$ cat config.mk
export PLATFORM = sky130hd
export DESIGN_NAME = iofdj_top
export DESIGN_NICKNAME = d
export VERILOG_FILES = /design/src/verilog/iofdj_pkg.sv /design/src/verilog/iofdj_sync.sv /design/src/verilog/iofdj_top.sv
export SDC_FILE = /design/constraint.sdc
export NUM_CORES = 1
export LEC_CHECK = 0
export BUFFER_PORTS_ARGS = -buffer_cell sky130_fd_sc_hd__clkbuf_2
export CAP_MARGIN = 20
export CORE_MARGIN = 4
export CORE_UTILIZATION = 28
export CTS_CLUSTER_DIAMETER = 50
export DETAILED_ROUTE_END_ITERATION = 7
export PLACE_DENSITY = 0.43
export RECOVER_POWER = 25
export SLEW_MARGIN = 20
export SYNTH_ARGS = -nofsm -noshare
export SYNTH_HDL_FRONTEND = slang
export SYNTH_SLANG_ARGS = --single-unit
$ cat constraint.sdc
create_clock -name clk -period 5.2 [get_ports clk]
set_input_delay 0.52 -clock clk [delete_from_list [all_inputs] [get_ports clk]]
set_output_delay 0.52 -clock clk [all_outputs]
set_load 0.05 [all_outputs]
$ cat src/verilog/iofdj_pkg.sv
package iofdj_pkg;
  // Register byte offsets
  localparam logic [7:0] OFF_MENU = 8'h00;
  localparam logic [7:0] OFF_SPECIAL = 8'h04;
  localparam logic [7:0] OFF_FORCED = 8'h08;
  localparam logic [7:0] OFF_OUTCFG = 8'h0C;
  localparam logic [7:0] OFF_JOGSPD = 8'h10;
  localparam logic [7:0] OFF_STATUS = 8'h14;
  localparam logic [7:0] OFF_DISPLAY = 8'h18;
  localparam logic [7:0] OFF_FAULT0 = 8'h20;
  // Special function codes
  localparam logic [15:0] CODE_FORCE_ON = 16'h0196;
  localparam logic [15:0] CODE_FORCE_OFF = 16'h0190;
  // Reset values and jog speed limit
  localparam logic [15:0] JOG_SPEED_RST = 16'h0014;
  localparam logic [15:0] JOG_SPEED_MAX = 16'h1388;
  localparam logic [23:0] OUTCFG_RST = 24'h543210;
  localparam logic [3:0] MENU_RST = 4'h0;
  // Menu entries
  localparam logic [3:0] MENU_FAULT_LAST = 4'h4;
  localparam logic [3:0] MENU_JOG = 4'h5;
  localparam logic [3:0] MENU_FORCED = 4'h6;
  localparam logic [3:0] MENU_INPUTS = 4'h7;
  localparam logic [3:0] MENU_OUTPUTS = 4'h9;
  // Sizes
  localparam int FAULT_DEPTH = 5;
  localparam int NUM_DI = 9;
  localparam int NUM_DO = 6;
  localparam int NUM_KEYS = 5;

  typedef enum logic [1:0] {
    ST_IDLE = 2'b00,
    ST_SHOW = 2'b01,
    ST_EDIT = 2'b10,
    ST_JOG = 2'b11
  } iofdj_state_t;
endpackage

$ cat src/verilog/iofdj_sync.sv
`timescale 1ns/1ps
`default_nettype none
module iofdj_sync #(
  parameter int W = 15
) (
  input wire logic clk,
  input wire logic rst,
  input wire logic [W-1:0] d,
  output logic [W-1:0] q,
  output logic [W-1:0] rise
);
  logic [W-1:0] s1_reg;
  logic [W-1:0] s2_reg;
  logic [W-1:0] s3_reg;

  // Two-stage synchroniser, third stage only for edges
  always_ff @(posedge clk) begin
    if (rst) begin
      s1_reg <= '0;
      s2_reg <= '0;
      s3_reg <= '0;
    end else begin
      s1_reg <= d;
      s2_reg <= s1_reg;
      s3_reg <= s2_reg;
    end
  end

  assign q = s2_reg;
  assign rise = s2_reg & ~s3_reg;
endmodule
`default_nettype wire

$ cat src/verilog/iofdj_top.sv
// The APB register port and the address map were decided locally.
`timescale 1ns/1ps
`default_nettype none
module iofdj_top #(
  parameter int NDI = iofdj_pkg::NUM_DI,
  parameter int NDO = iofdj_pkg::NUM_DO
) (
  input wire logic clk,
  input wire logic rst,
  input wire logic psel,
  input wire logic penable,
  input wire logic pwrite,
  input wire logic [7:0] paddr,
  input wire logic [31:0] pwdata,
  output logic [31:0] prdata,
  output logic pready,
  output logic pslverr,
  input wire logic key_set,
  input wire logic key_mode,
  input wire logic key_up,
  input wire logic key_down,
  input wire logic key_shift,
  input wire logic drive_enable,
  input wire logic [NDI-1:0] discrete_input_line,
  input wire logic [7:0] func_status,
  input wire logic fault_event,
  input wire logic [15:0] fault_code,
  output logic [NDO-1:0] discrete_output_line,
  output logic jog_ccw,
  output logic jog_cw,
  output logic [15:0] speed_cmd,
  output logic [19:0] disp_value,
  output logic [4:0] disp_blank,
  output logic [4:0] disp_blink,
  output logic disp_jog
);
  localparam int SW = iofdj_pkg::NUM_KEYS + 1 + NDI;

  logic [SW-1:0] sync_q;
  logic [SW-1:0] sync_rise;
  logic set_rise, mode_rise, up_rise, down_rise, shift_rise;
  logic up_lvl, down_lvl, drv_en;
  logic [NDI-1:0] din_s;

  iofdj_sync #(.W(SW)) u_sync (
    .clk(clk),
    .rst(rst),
    .d({key_set, key_mode, key_up, key_down, key_shift, drive_enable, discrete_input_line}),
    .q(sync_q),
    .rise(sync_rise)
  );

  assign {set_rise, mode_rise, up_rise, down_rise, shift_rise} = sync_rise[SW-1 -: 5];
  assign up_lvl = sync_q[SW-3];
  assign down_lvl = sync_q[SW-4];
  assign drv_en = sync_q[NDI];
  assign din_s = sync_q[NDI-1:0];

  // Register state
  logic [3:0] menu_reg, menu_next;
  logic force_en_reg, force_en_next;
  logic [15:0] forced_reg, forced_next;
  logic [23:0] outcfg_reg, outcfg_next;
  logic [15:0] jog_speed_reg, jog_speed_next;
  logic [1:0] cursor_reg, cursor_next;
  iofdj_pkg::iofdj_state_t state_reg, state_next;
  logic [15:0] hist_reg [iofdj_pkg::FAULT_DEPTH];
  logic [15:0] hist_next [iofdj_pkg::FAULT_DEPTH];
  logic [31:0] prdata_next;
  logic pready_next, pslverr_next, wr_fire, rd_phase;
  logic [15:0] step;
  logic [15:0] hist_sel;

  assign wr_fire = psel & penable & pready & pwrite;
  assign rd_phase = psel & penable & ~pready;
  assign hist_sel = (menu_reg <= iofdj_pkg::MENU_FAULT_LAST) ? hist_reg[menu_reg[2:0]] : 16'h0000;

  // Fault history shift log, newest in entry 0
  genvar gi;
  generate
    for (gi = 0; gi < iofdj_pkg::FAULT_DEPTH; gi++) begin : g_hist
      always_comb begin
        hist_next[gi] = hist_reg[gi];
        if (fault_event) hist_next[gi] = (gi == 0) ? fault_code : hist_reg[(gi == 0) ? 0 : gi - 1];
      end
      always_ff @(posedge clk) begin
        if (rst) begin
          hist_reg[gi] <= 16'h0000;
        end else begin
          hist_reg[gi] <= hist_next[gi];
        end
      end
    end
  endgenerate

  // Normal output mapping
  logic [NDO-1:0] normal_do;
  generate
    for (gi = 0; gi < NDO; gi++) begin : g_do
      assign normal_do[gi] = func_status[outcfg_reg[4*gi +: 3]] ^ outcfg_reg[4*gi+3];
    end
  endgenerate

  // APB slave
  always_comb begin
    pready_next = psel & penable & ~pready;
    pslverr_next = 1'b0;
    prdata_next = 32'h0000_0000;
    if (rd_phase) begin
      if (paddr == iofdj_pkg::OFF_MENU) begin
        prdata_next = {28'h0000000, menu_reg};
      end else if (paddr == iofdj_pkg::OFF_SPECIAL) begin
        prdata_next = {31'h0, force_en_reg};
      end else if (paddr == iofdj_pkg::OFF_FORCED) begin
        prdata_next = {16'h0000, forced_reg};
      end else if (paddr == iofdj_pkg::OFF_OUTCFG) begin
        prdata_next = {8'h00, outcfg_reg};
      end else if (paddr == iofdj_pkg::OFF_JOGSPD) begin
        prdata_next = {16'h0000, jog_speed_reg};
      end else if (paddr == iofdj_pkg::OFF_STATUS) begin
        prdata_next = {4'h0, drv_en, state_reg, force_en_reg, 2'h0, discrete_output_line,
                       7'h00, din_s};
      end else if (paddr == iofdj_pkg::OFF_DISPLAY) begin
        prdata_next = {disp_jog, 11'h000, disp_value};
      end else if (paddr >= iofdj_pkg::OFF_FAULT0 &&
                   paddr < iofdj_pkg::OFF_FAULT0 + 8'h14 && paddr[1:0] == 2'b00) begin
        prdata_next = {16'h0000, hist_reg[3'(paddr[4:2])]};
      end else begin
        pslverr_next = 1'b1;
      end
    end
    if (psel & penable & ~pready & pwrite) begin
      if (!(paddr inside {iofdj_pkg::OFF_MENU, iofdj_pkg::OFF_SPECIAL, iofdj_pkg::OFF_FORCED,
            iofdj_pkg::OFF_OUTCFG, iofdj_pkg::OFF_JOGSPD})) begin
        pslverr_next = 1'b1;
      end
    end
  end

  // Cursor step size
  always_comb begin
    case (cursor_reg)
      2'h0: step = 16'h0001;
      2'h1: step = 16'h000A;
      2'h2: step = 16'h0064;
      default: step = 16'h03E8;
    endcase
  end

  // Control next state
  always_comb begin
    menu_next = menu_reg;
    force_en_next = force_en_reg;
    forced_next = forced_reg;
    outcfg_next = outcfg_reg;
    jog_speed_next = jog_speed_reg;
    cursor_next = cursor_reg;
    state_next = state_reg;
    if (wr_fire) begin
      if (paddr == iofdj_pkg::OFF_MENU) begin
        menu_next = pwdata[3:0];
      end else if (paddr == iofdj_pkg::OFF_SPECIAL) begin
        if (pwdata[15:0] == iofdj_pkg::CODE_FORCE_ON) begin
          force_en_next = 1'b1;
        end else if (pwdata[15:0] == iofdj_pkg::CODE_FORCE_OFF) begin
          force_en_next = 1'b0;
        end
      end else if (paddr == iofdj_pkg::OFF_FORCED) begin
        forced_next = pwdata[15:0];
      end else if (paddr == iofdj_pkg::OFF_OUTCFG) begin
        outcfg_next = pwdata[23:0];
      end else if (paddr == iofdj_pkg::OFF_JOGSPD) begin
        jog_speed_next = (pwdata[15:0] > iofdj_pkg::JOG_SPEED_MAX) ?
                         iofdj_pkg::JOG_SPEED_MAX : pwdata[15:0];
      end
    end
    case (state_reg)
      iofdj_pkg::ST_IDLE: begin
        if (set_rise) begin
          state_next = (menu_reg == iofdj_pkg::MENU_JOG) ? iofdj_pkg::ST_EDIT :
                       iofdj_pkg::ST_SHOW;
          cursor_next = 2'h0;
        end
      end
      iofdj_pkg::ST_SHOW: begin
        if (mode_rise) begin
          state_next = iofdj_pkg::ST_IDLE;
        end
      end
      iofdj_pkg::ST_EDIT: begin
        if (set_rise) begin
          state_next = iofdj_pkg::ST_JOG;
        end else if (mode_rise) begin
          state_next = iofdj_pkg::ST_IDLE;
        end else if (shift_rise) begin
          cursor_next = cursor_reg + 2'h1;
        end else if (up_rise) begin
          jog_speed_next = (jog_speed_reg > iofdj_pkg::JOG_SPEED_MAX - step) ?
                           iofdj_pkg::JOG_SPEED_MAX : jog_speed_reg + step;
        end else if (down_rise) begin
          jog_speed_next = (jog_speed_reg < step) ? 16'h0000 : jog_speed_reg - step;
        end
      end
      default: begin
        if (mode_rise) begin
          state_next = iofdj_pkg::ST_IDLE;
        end
      end
    endcase
  end

  // Output next values
  logic [NDO-1:0] do_next;
  logic ccw_next, cw_next;
  logic [15:0] speed_next;
  logic [19:0] dval_next;
  logic [4:0] blank_next, blink_next;
  logic hex_view;
  always_comb begin
    do_next = (force_en_reg & ~drv_en) ? forced_reg[NDO-1:0] : normal_do;
    ccw_next = (state_reg == iofdj_pkg::ST_JOG) & drv_en & up_lvl;
    cw_next = (state_reg == iofdj_pkg::ST_JOG) & drv_en & down_lvl & ~up_lvl;
    speed_next = (ccw_next | cw_next) ? jog_speed_reg : 16'h0000;
    hex_view = 1'b0;
    dval_next = {16'h0000, menu_reg};
    if (state_reg == iofdj_pkg::ST_EDIT || state_reg == iofdj_pkg::ST_JOG) begin
      dval_next = {4'h0, jog_speed_reg};
    end else if (state_reg == iofdj_pkg::ST_SHOW) begin
      hex_view = 1'b1;
      if (menu_reg <= iofdj_pkg::MENU_FAULT_LAST) begin
        dval_next = {4'h0, hist_sel};
      end else if (menu_reg == iofdj_pkg::MENU_FORCED) begin
        dval_next = {4'h0, forced_reg};
      end else if (menu_reg == iofdj_pkg::MENU_INPUTS) begin
        dval_next = {{(20-NDI){1'b0}}, din_s};
      end else if (menu_reg == iofdj_pkg::MENU_OUTPUTS) begin
        dval_next = {{(20-NDO){1'b0}}, discrete_output_line};
      end
    end
    blank_next = {hex_view & (dval_next[19:16] == 4'h0), 4'h0};
    blink_next = (state_next == iofdj_pkg::ST_EDIT) ? 5'(5'h01 << cursor_next) : 5'h00;
  end

  always_ff @(posedge clk) begin
    if (rst) begin
      menu_reg <= iofdj_pkg::MENU_RST;
      force_en_reg <= 1'b0;
      forced_reg <= 16'h0000;
      outcfg_reg <= iofdj_pkg::OUTCFG_RST;
      jog_speed_reg <= iofdj_pkg::JOG_SPEED_RST;
      cursor_reg <= 2'h0;
      state_reg <= iofdj_pkg::ST_IDLE;
      prdata <= 32'h0000_0000;
      pready <= 1'b0;
      pslverr <= 1'b0;
      discrete_output_line <= '0;
      jog_ccw <= 1'b0;
      jog_cw <= 1'b0;
      speed_cmd <= 16'h0000;
      disp_value <= 20'h00000;
      disp_blank <= 5'h00;
      disp_blink <= 5'h00;
      disp_jog <= 1'b0;
    end else begin
      menu_reg <= menu_next;
      force_en_reg <= force_en_next;
      forced_reg <= forced_next;
      outcfg_reg <= outcfg_next;
      jog_speed_reg <= jog_speed_next;
      cursor_reg <= cursor_next;
      state_reg <= state_next;
      prdata <= prdata_next;
      pready <= pready_next;
      pslverr <= pslverr_next;
      discrete_output_line <= do_next;
      jog_ccw <= ccw_next;
      jog_cw <= cw_next;
      speed_cmd <= speed_next;
      disp_value <= dval_next;
      disp_blank <= blank_next;
      disp_blink <= blink_next;
      disp_jog <= (state_next == iofdj_pkg::ST_JOG);
    end
  end

  AST_FAULT_SHOW: assert property (@(posedge clk) disable iff (rst)
    (state_reg == iofdj_pkg::ST_SHOW && menu_reg <= iofdj_pkg::MENU_FAULT_LAST)
    |=> disp_value == {4'h0, $past(hist_sel)})
    else $error("Fault entry not shown");
  AST_JOG_DEFAULT: assert property (@(posedge clk) rst |=> jog_speed_reg == iofdj_pkg::JOG_SPEED_RST)
    else $error("Jog speed default wrong");
  AST_SHIFT_CURSOR: assert property (@(posedge clk) disable iff (rst)
    (state_reg == iofdj_pkg::ST_EDIT && !set_rise && !mode_rise && shift_rise) |=>
    cursor_reg == $past(cursor_reg) + 2'h1 && disp_blink == 5'(5'h01 << cursor_reg))
    else $error("Cursor did not move");
  AST_SET_JOG: assert property (@(posedge clk) disable iff (rst)
    (state_reg == iofdj_pkg::ST_EDIT && set_rise) |=> state_reg == iofdj_pkg::ST_JOG && disp_jog)
    else $error("Set did not enter jog");
  AST_JOG_HELD: assert property (@(posedge clk) disable iff (rst)
    (state_reg == iofdj_pkg::ST_JOG && drv_en && up_lvl) |=> jog_ccw && !jog_cw &&
    speed_cmd == $past(jog_speed_reg))
    else $error("Jog CCW missing");
  AST_JOG_RELEASE: assert property (@(posedge clk) disable iff (rst)
    (!up_lvl && !down_lvl) |=> !jog_ccw && !jog_cw && speed_cmd == 16'h0000)
    else $error("Jog ran without key");
  AST_MODE_EXIT: assert property (@(posedge clk) disable iff (rst)
    (state_reg == iofdj_pkg::ST_JOG && mode_rise) |=> state_reg == iofdj_pkg::ST_IDLE ##1 !disp_jog)
    else $error("Mode did not leave jog");
  AST_JOG_NEEDS_ENABLE: assert property (@(posedge clk) disable iff (rst)
    !drv_en |=> !jog_ccw && !jog_cw)
    else $error("Jog while drive disabled");
  AST_FORCE_APPLY: assert property (@(posedge clk) disable iff (rst)
    (force_en_reg && !drv_en) |=> discrete_output_line == $past(forced_reg[NDO-1:0]))
    else $error("Forced bitmap not applied");
  AST_FORCE_CODES: assert property (@(posedge clk) disable iff (rst)
    (wr_fire && paddr == iofdj_pkg::OFF_SPECIAL && pwdata[15:0] == iofdj_pkg::CODE_FORCE_OFF)
    |=> !force_en_reg ##1 (drv_en || discrete_output_line == $past(normal_do)))
    else $error("Code 400 did not restore");
  AST_NORMAL_ENABLED: assert property (@(posedge clk) disable iff (rst)
    drv_en |=> discrete_output_line == $past(normal_do))
    else $error("Forcing while drive enabled");
endmodule
`default_nettype wire

==> out/qor.yml <==
run_status:
  status: "finished, violations left"
  violations: "max-capacitance violations, max-slew violations"
final_layout:
  fin_nets: 1626
  areaGrowthSynthToFinish_pct: 19.8
  fin_util_pct: 34.1
  drive_gt1_share_pct: 19.3
  largest_reg_flops: 80
timing:
  relSlewSlack_pct: -101
  rsz0062_at_grt: "no"
  setup_tns_ns: 0
  finClkSkew_ns: 0.0263
  hold_violations: 0
  fmax_mhz: 255
  slew_violations: 59
  setup_viol_count_final: 0
  max_slew.worst_pin.slew_ns: 3.01
  fin_crit_ns: 3.93
  min_period_over_period_pct: 75.5
power_and_ir_drop:
  power_density_nw_per_um2: 353
  p_leak_nw: 6.19
  ir_worst_vdd_v: 0.000207
yosys:
  synth_xor_area_share_pct: 1.08
  synth_flop_cell: "dfxtp_1"
  yosysMostFrequentCell: "dfxtp_1"
  yosysUniqueCellTypes: 77
  synth_edf_count: 16
  avgSynthCellArea_um2: 9.37
  syn_area_um2: 13000
  synthCells: 1388
  synth_area_leaders: "dfxtp_1 38%, mux2i_1 9.1%, mux4_2 7.6%"
  netlist.area_leader.share_pct: 37.6
  synth-warning-count: 0
  seq_area_frac_synth_pct: 41.2
  async_flop_share_pct: 0
  synthSimpleGateAreaFrac_pct: 18.7
  synth_compound_area_share_pct: 14.3
  synthMuxAreaShare_pct: 16.9
  synthAdderAreaFrac_pct: 3.66
  synth_seq_cells: 260
  synthTopCellsByCount: "244 x dfxtp_1, 149 x nor2_1, 148 x nand2_1"
  yosysTopAreaCell: "dfxtp_1"
  synth_top_family_by_area: "simple AND/OR/NAND/NOR gates"
setup_path:
  critPathKind: "reg2reg"
  path_delay_family: "compound AO/OA/AOI/OAI gates"
  reg2regPathDepth: 11
  timing.critical_path.buf_inv: 2
  crit_path_cell_trace: "ha_1, inv_1, nand2_1, ha_1, inv_1, a2111oi_0, o21ai_1, o41ai_1, xor2_1, o311ai_1, o311ai_1"
  critPathCaptureType: "register"
  slowest_delay_ns: 0.68
  critical_path_required_ns: 5.62
  worstPathArrival_ns: 4.35
  cpMaxStageDelayCell: "a2111oi_0"
  crit_cells: 11
  critPathMaxFanout: 8
  worstSetupStartpointType: "register"
cts:
  cts_buffers: 39
  cts-root-buf: "clkbuf_16"
  cts.repair.resized: 0
  cts_tree: "done"
  cts_setup_buffers: 0
  cts.clk_slew.worst_paths_ns: 0.06
  cts_hold_buf: 0
  cts_buffer_depth: 3
  htreeDepth: 2
  cts.sinks: 260
  clk_latency_ns: 0.57
global_route:
  grt_first_pass_wirelength_um: 68600
  grtUsageTotal_pct: 17.7
  grt_max_degree: 68
  grt_pass1_vias: 10700
  grt_overflow: 0
  antenna_found_initial: 1
floorplanning:
  die-area_um2: 50000
  io_pins: 174
  fp.dieW_um: 224
  core_um2: 45700
  dieHeight_um: 224
  rows: 78
  initial_core_util_pct: 28.5
detailed_routing:
  wl_per_cell_um: 21.2
  ant_nets: 0
  routed_wl_um: 45300
  vias: 10900
  first_pass_iters: 8
  route.detailed.drc: 0
  drt_iter0_markers: 974
  via_per_inst: 5.09
hold_path:
  holdPathStages: 3
  hold_class: "in2reg"
place:
  gp_congestion: 0.856
  port_buffers: 153
  dp_hpwl_um: 33200
job:
  drv_cap: 1
placed cells by master (no fill, tap or decap), types with 34 or more instances in the layout:
cell type | Yosys | layout
dfxtp_1 | 244 | 244
mux2i_1 | 118 | 118
clkbuf_16 | 0 | 43
ha_1 | 34 | 34
mux4_2 | 44 | 44
nor2_1 | 149 | 149
nand2_1 | 148 | 148
o21ai_0 | 49 | 49
a21oi_1 | 86 | 85
nor2b_1 | 46 | 46
clkbuf_2 | 0 | 151
per-stage QoR:
stage,hold WS (ns),cells,cell area (um2),worst slack [ns],total power [mW]
6_report,0.180,2137,15600,1.27,5.49
5_1_grt,0.190,2135,15600,0.920,5.71
4_1_cts,0.147,2135,15600,1.28,5.57
3_5_place_dp,0.427,2064,14200,1.28,2.83
3_3_place_gp,0.429,2063,14200,1.29,2.82
2_1_floorplan,0.414,1399,13000,2.23,2.61
routing by layer:
layer  GRT usage, %  vias to the layer above  wire length, um
li1               -                     5201                -
met2           28.3                      318            20800
met4           4.49                        0              890
met3           2.74                       56             2340
met1           25.1                     5294            21300
met5              0                        -                0
worst paths after layout:
kind	startpoint	to	slack (ns)
setup / recovery	cursor_reg[0]	jog_speed_reg[12]	1.27
hold / removal	pwdata[18]	outcfg_reg[18]	0.18
setup reg to reg	cursor_reg[0]	jog_speed_reg[12]	1.27
hold reg to reg	u_sync.s1_reg[10]	u_sync.q[10]	0.43
power by group:
| part | leakage [nW] | internal, mW | switching, mW |
|---|---|---|---|
| registers | 2.16 | 2.07 | 0.0868 |
| clock network | 0.666 | 1.66 | 1.05 |
| logic | 3.36 | 0.250 | 0.382 |
| total | 6.19 | 3.98 | 1.52 |
worst reg2reg max path: stages (launching register included):
cell,delay (ns)
dfxtp_1,0.38
ha_1,0.39
inv_1,0.30
nand2_1,0.17
ha_1,0.44
inv_1,0.12
a2111oi_0,0.68
o21ai_1,0.34
o41ai_1,0.40
xor2_1,0.17
o311ai_1,0.27
o311ai_1,0.13
cell families (layout without fill, tap and decap cells):
family | Yosys count | in the layout
AO/OA/AOI/OAI | 279 | 279
XOR/XNOR | 16 | 16
adder cells (fa/ha/maj) | 37 | 37
buffers and inverters | 125 | 261
flip-flops | 260 | 260
multiplexers | 164 | 164
other | 1 | 14
AND/OR/NAND/NOR | 506 | 506
cell type report:
| type | count | area, um2 |
|---|---|---|
| inverter | 26 | 97.6 |
| sequential | 260 | 5370 |
| tap | 600 | 751 |
| timing repair buffer | 164 | 850 |
| multi-input combinational | 1014 | 7140 |
| antenna | 2 | 5.00 |
| clock inverter | 22 | 249 |
| fill | 4746 | 30100 |
| clock buffer | 49 | 1120 |
(Power assumes the default switching activity.)
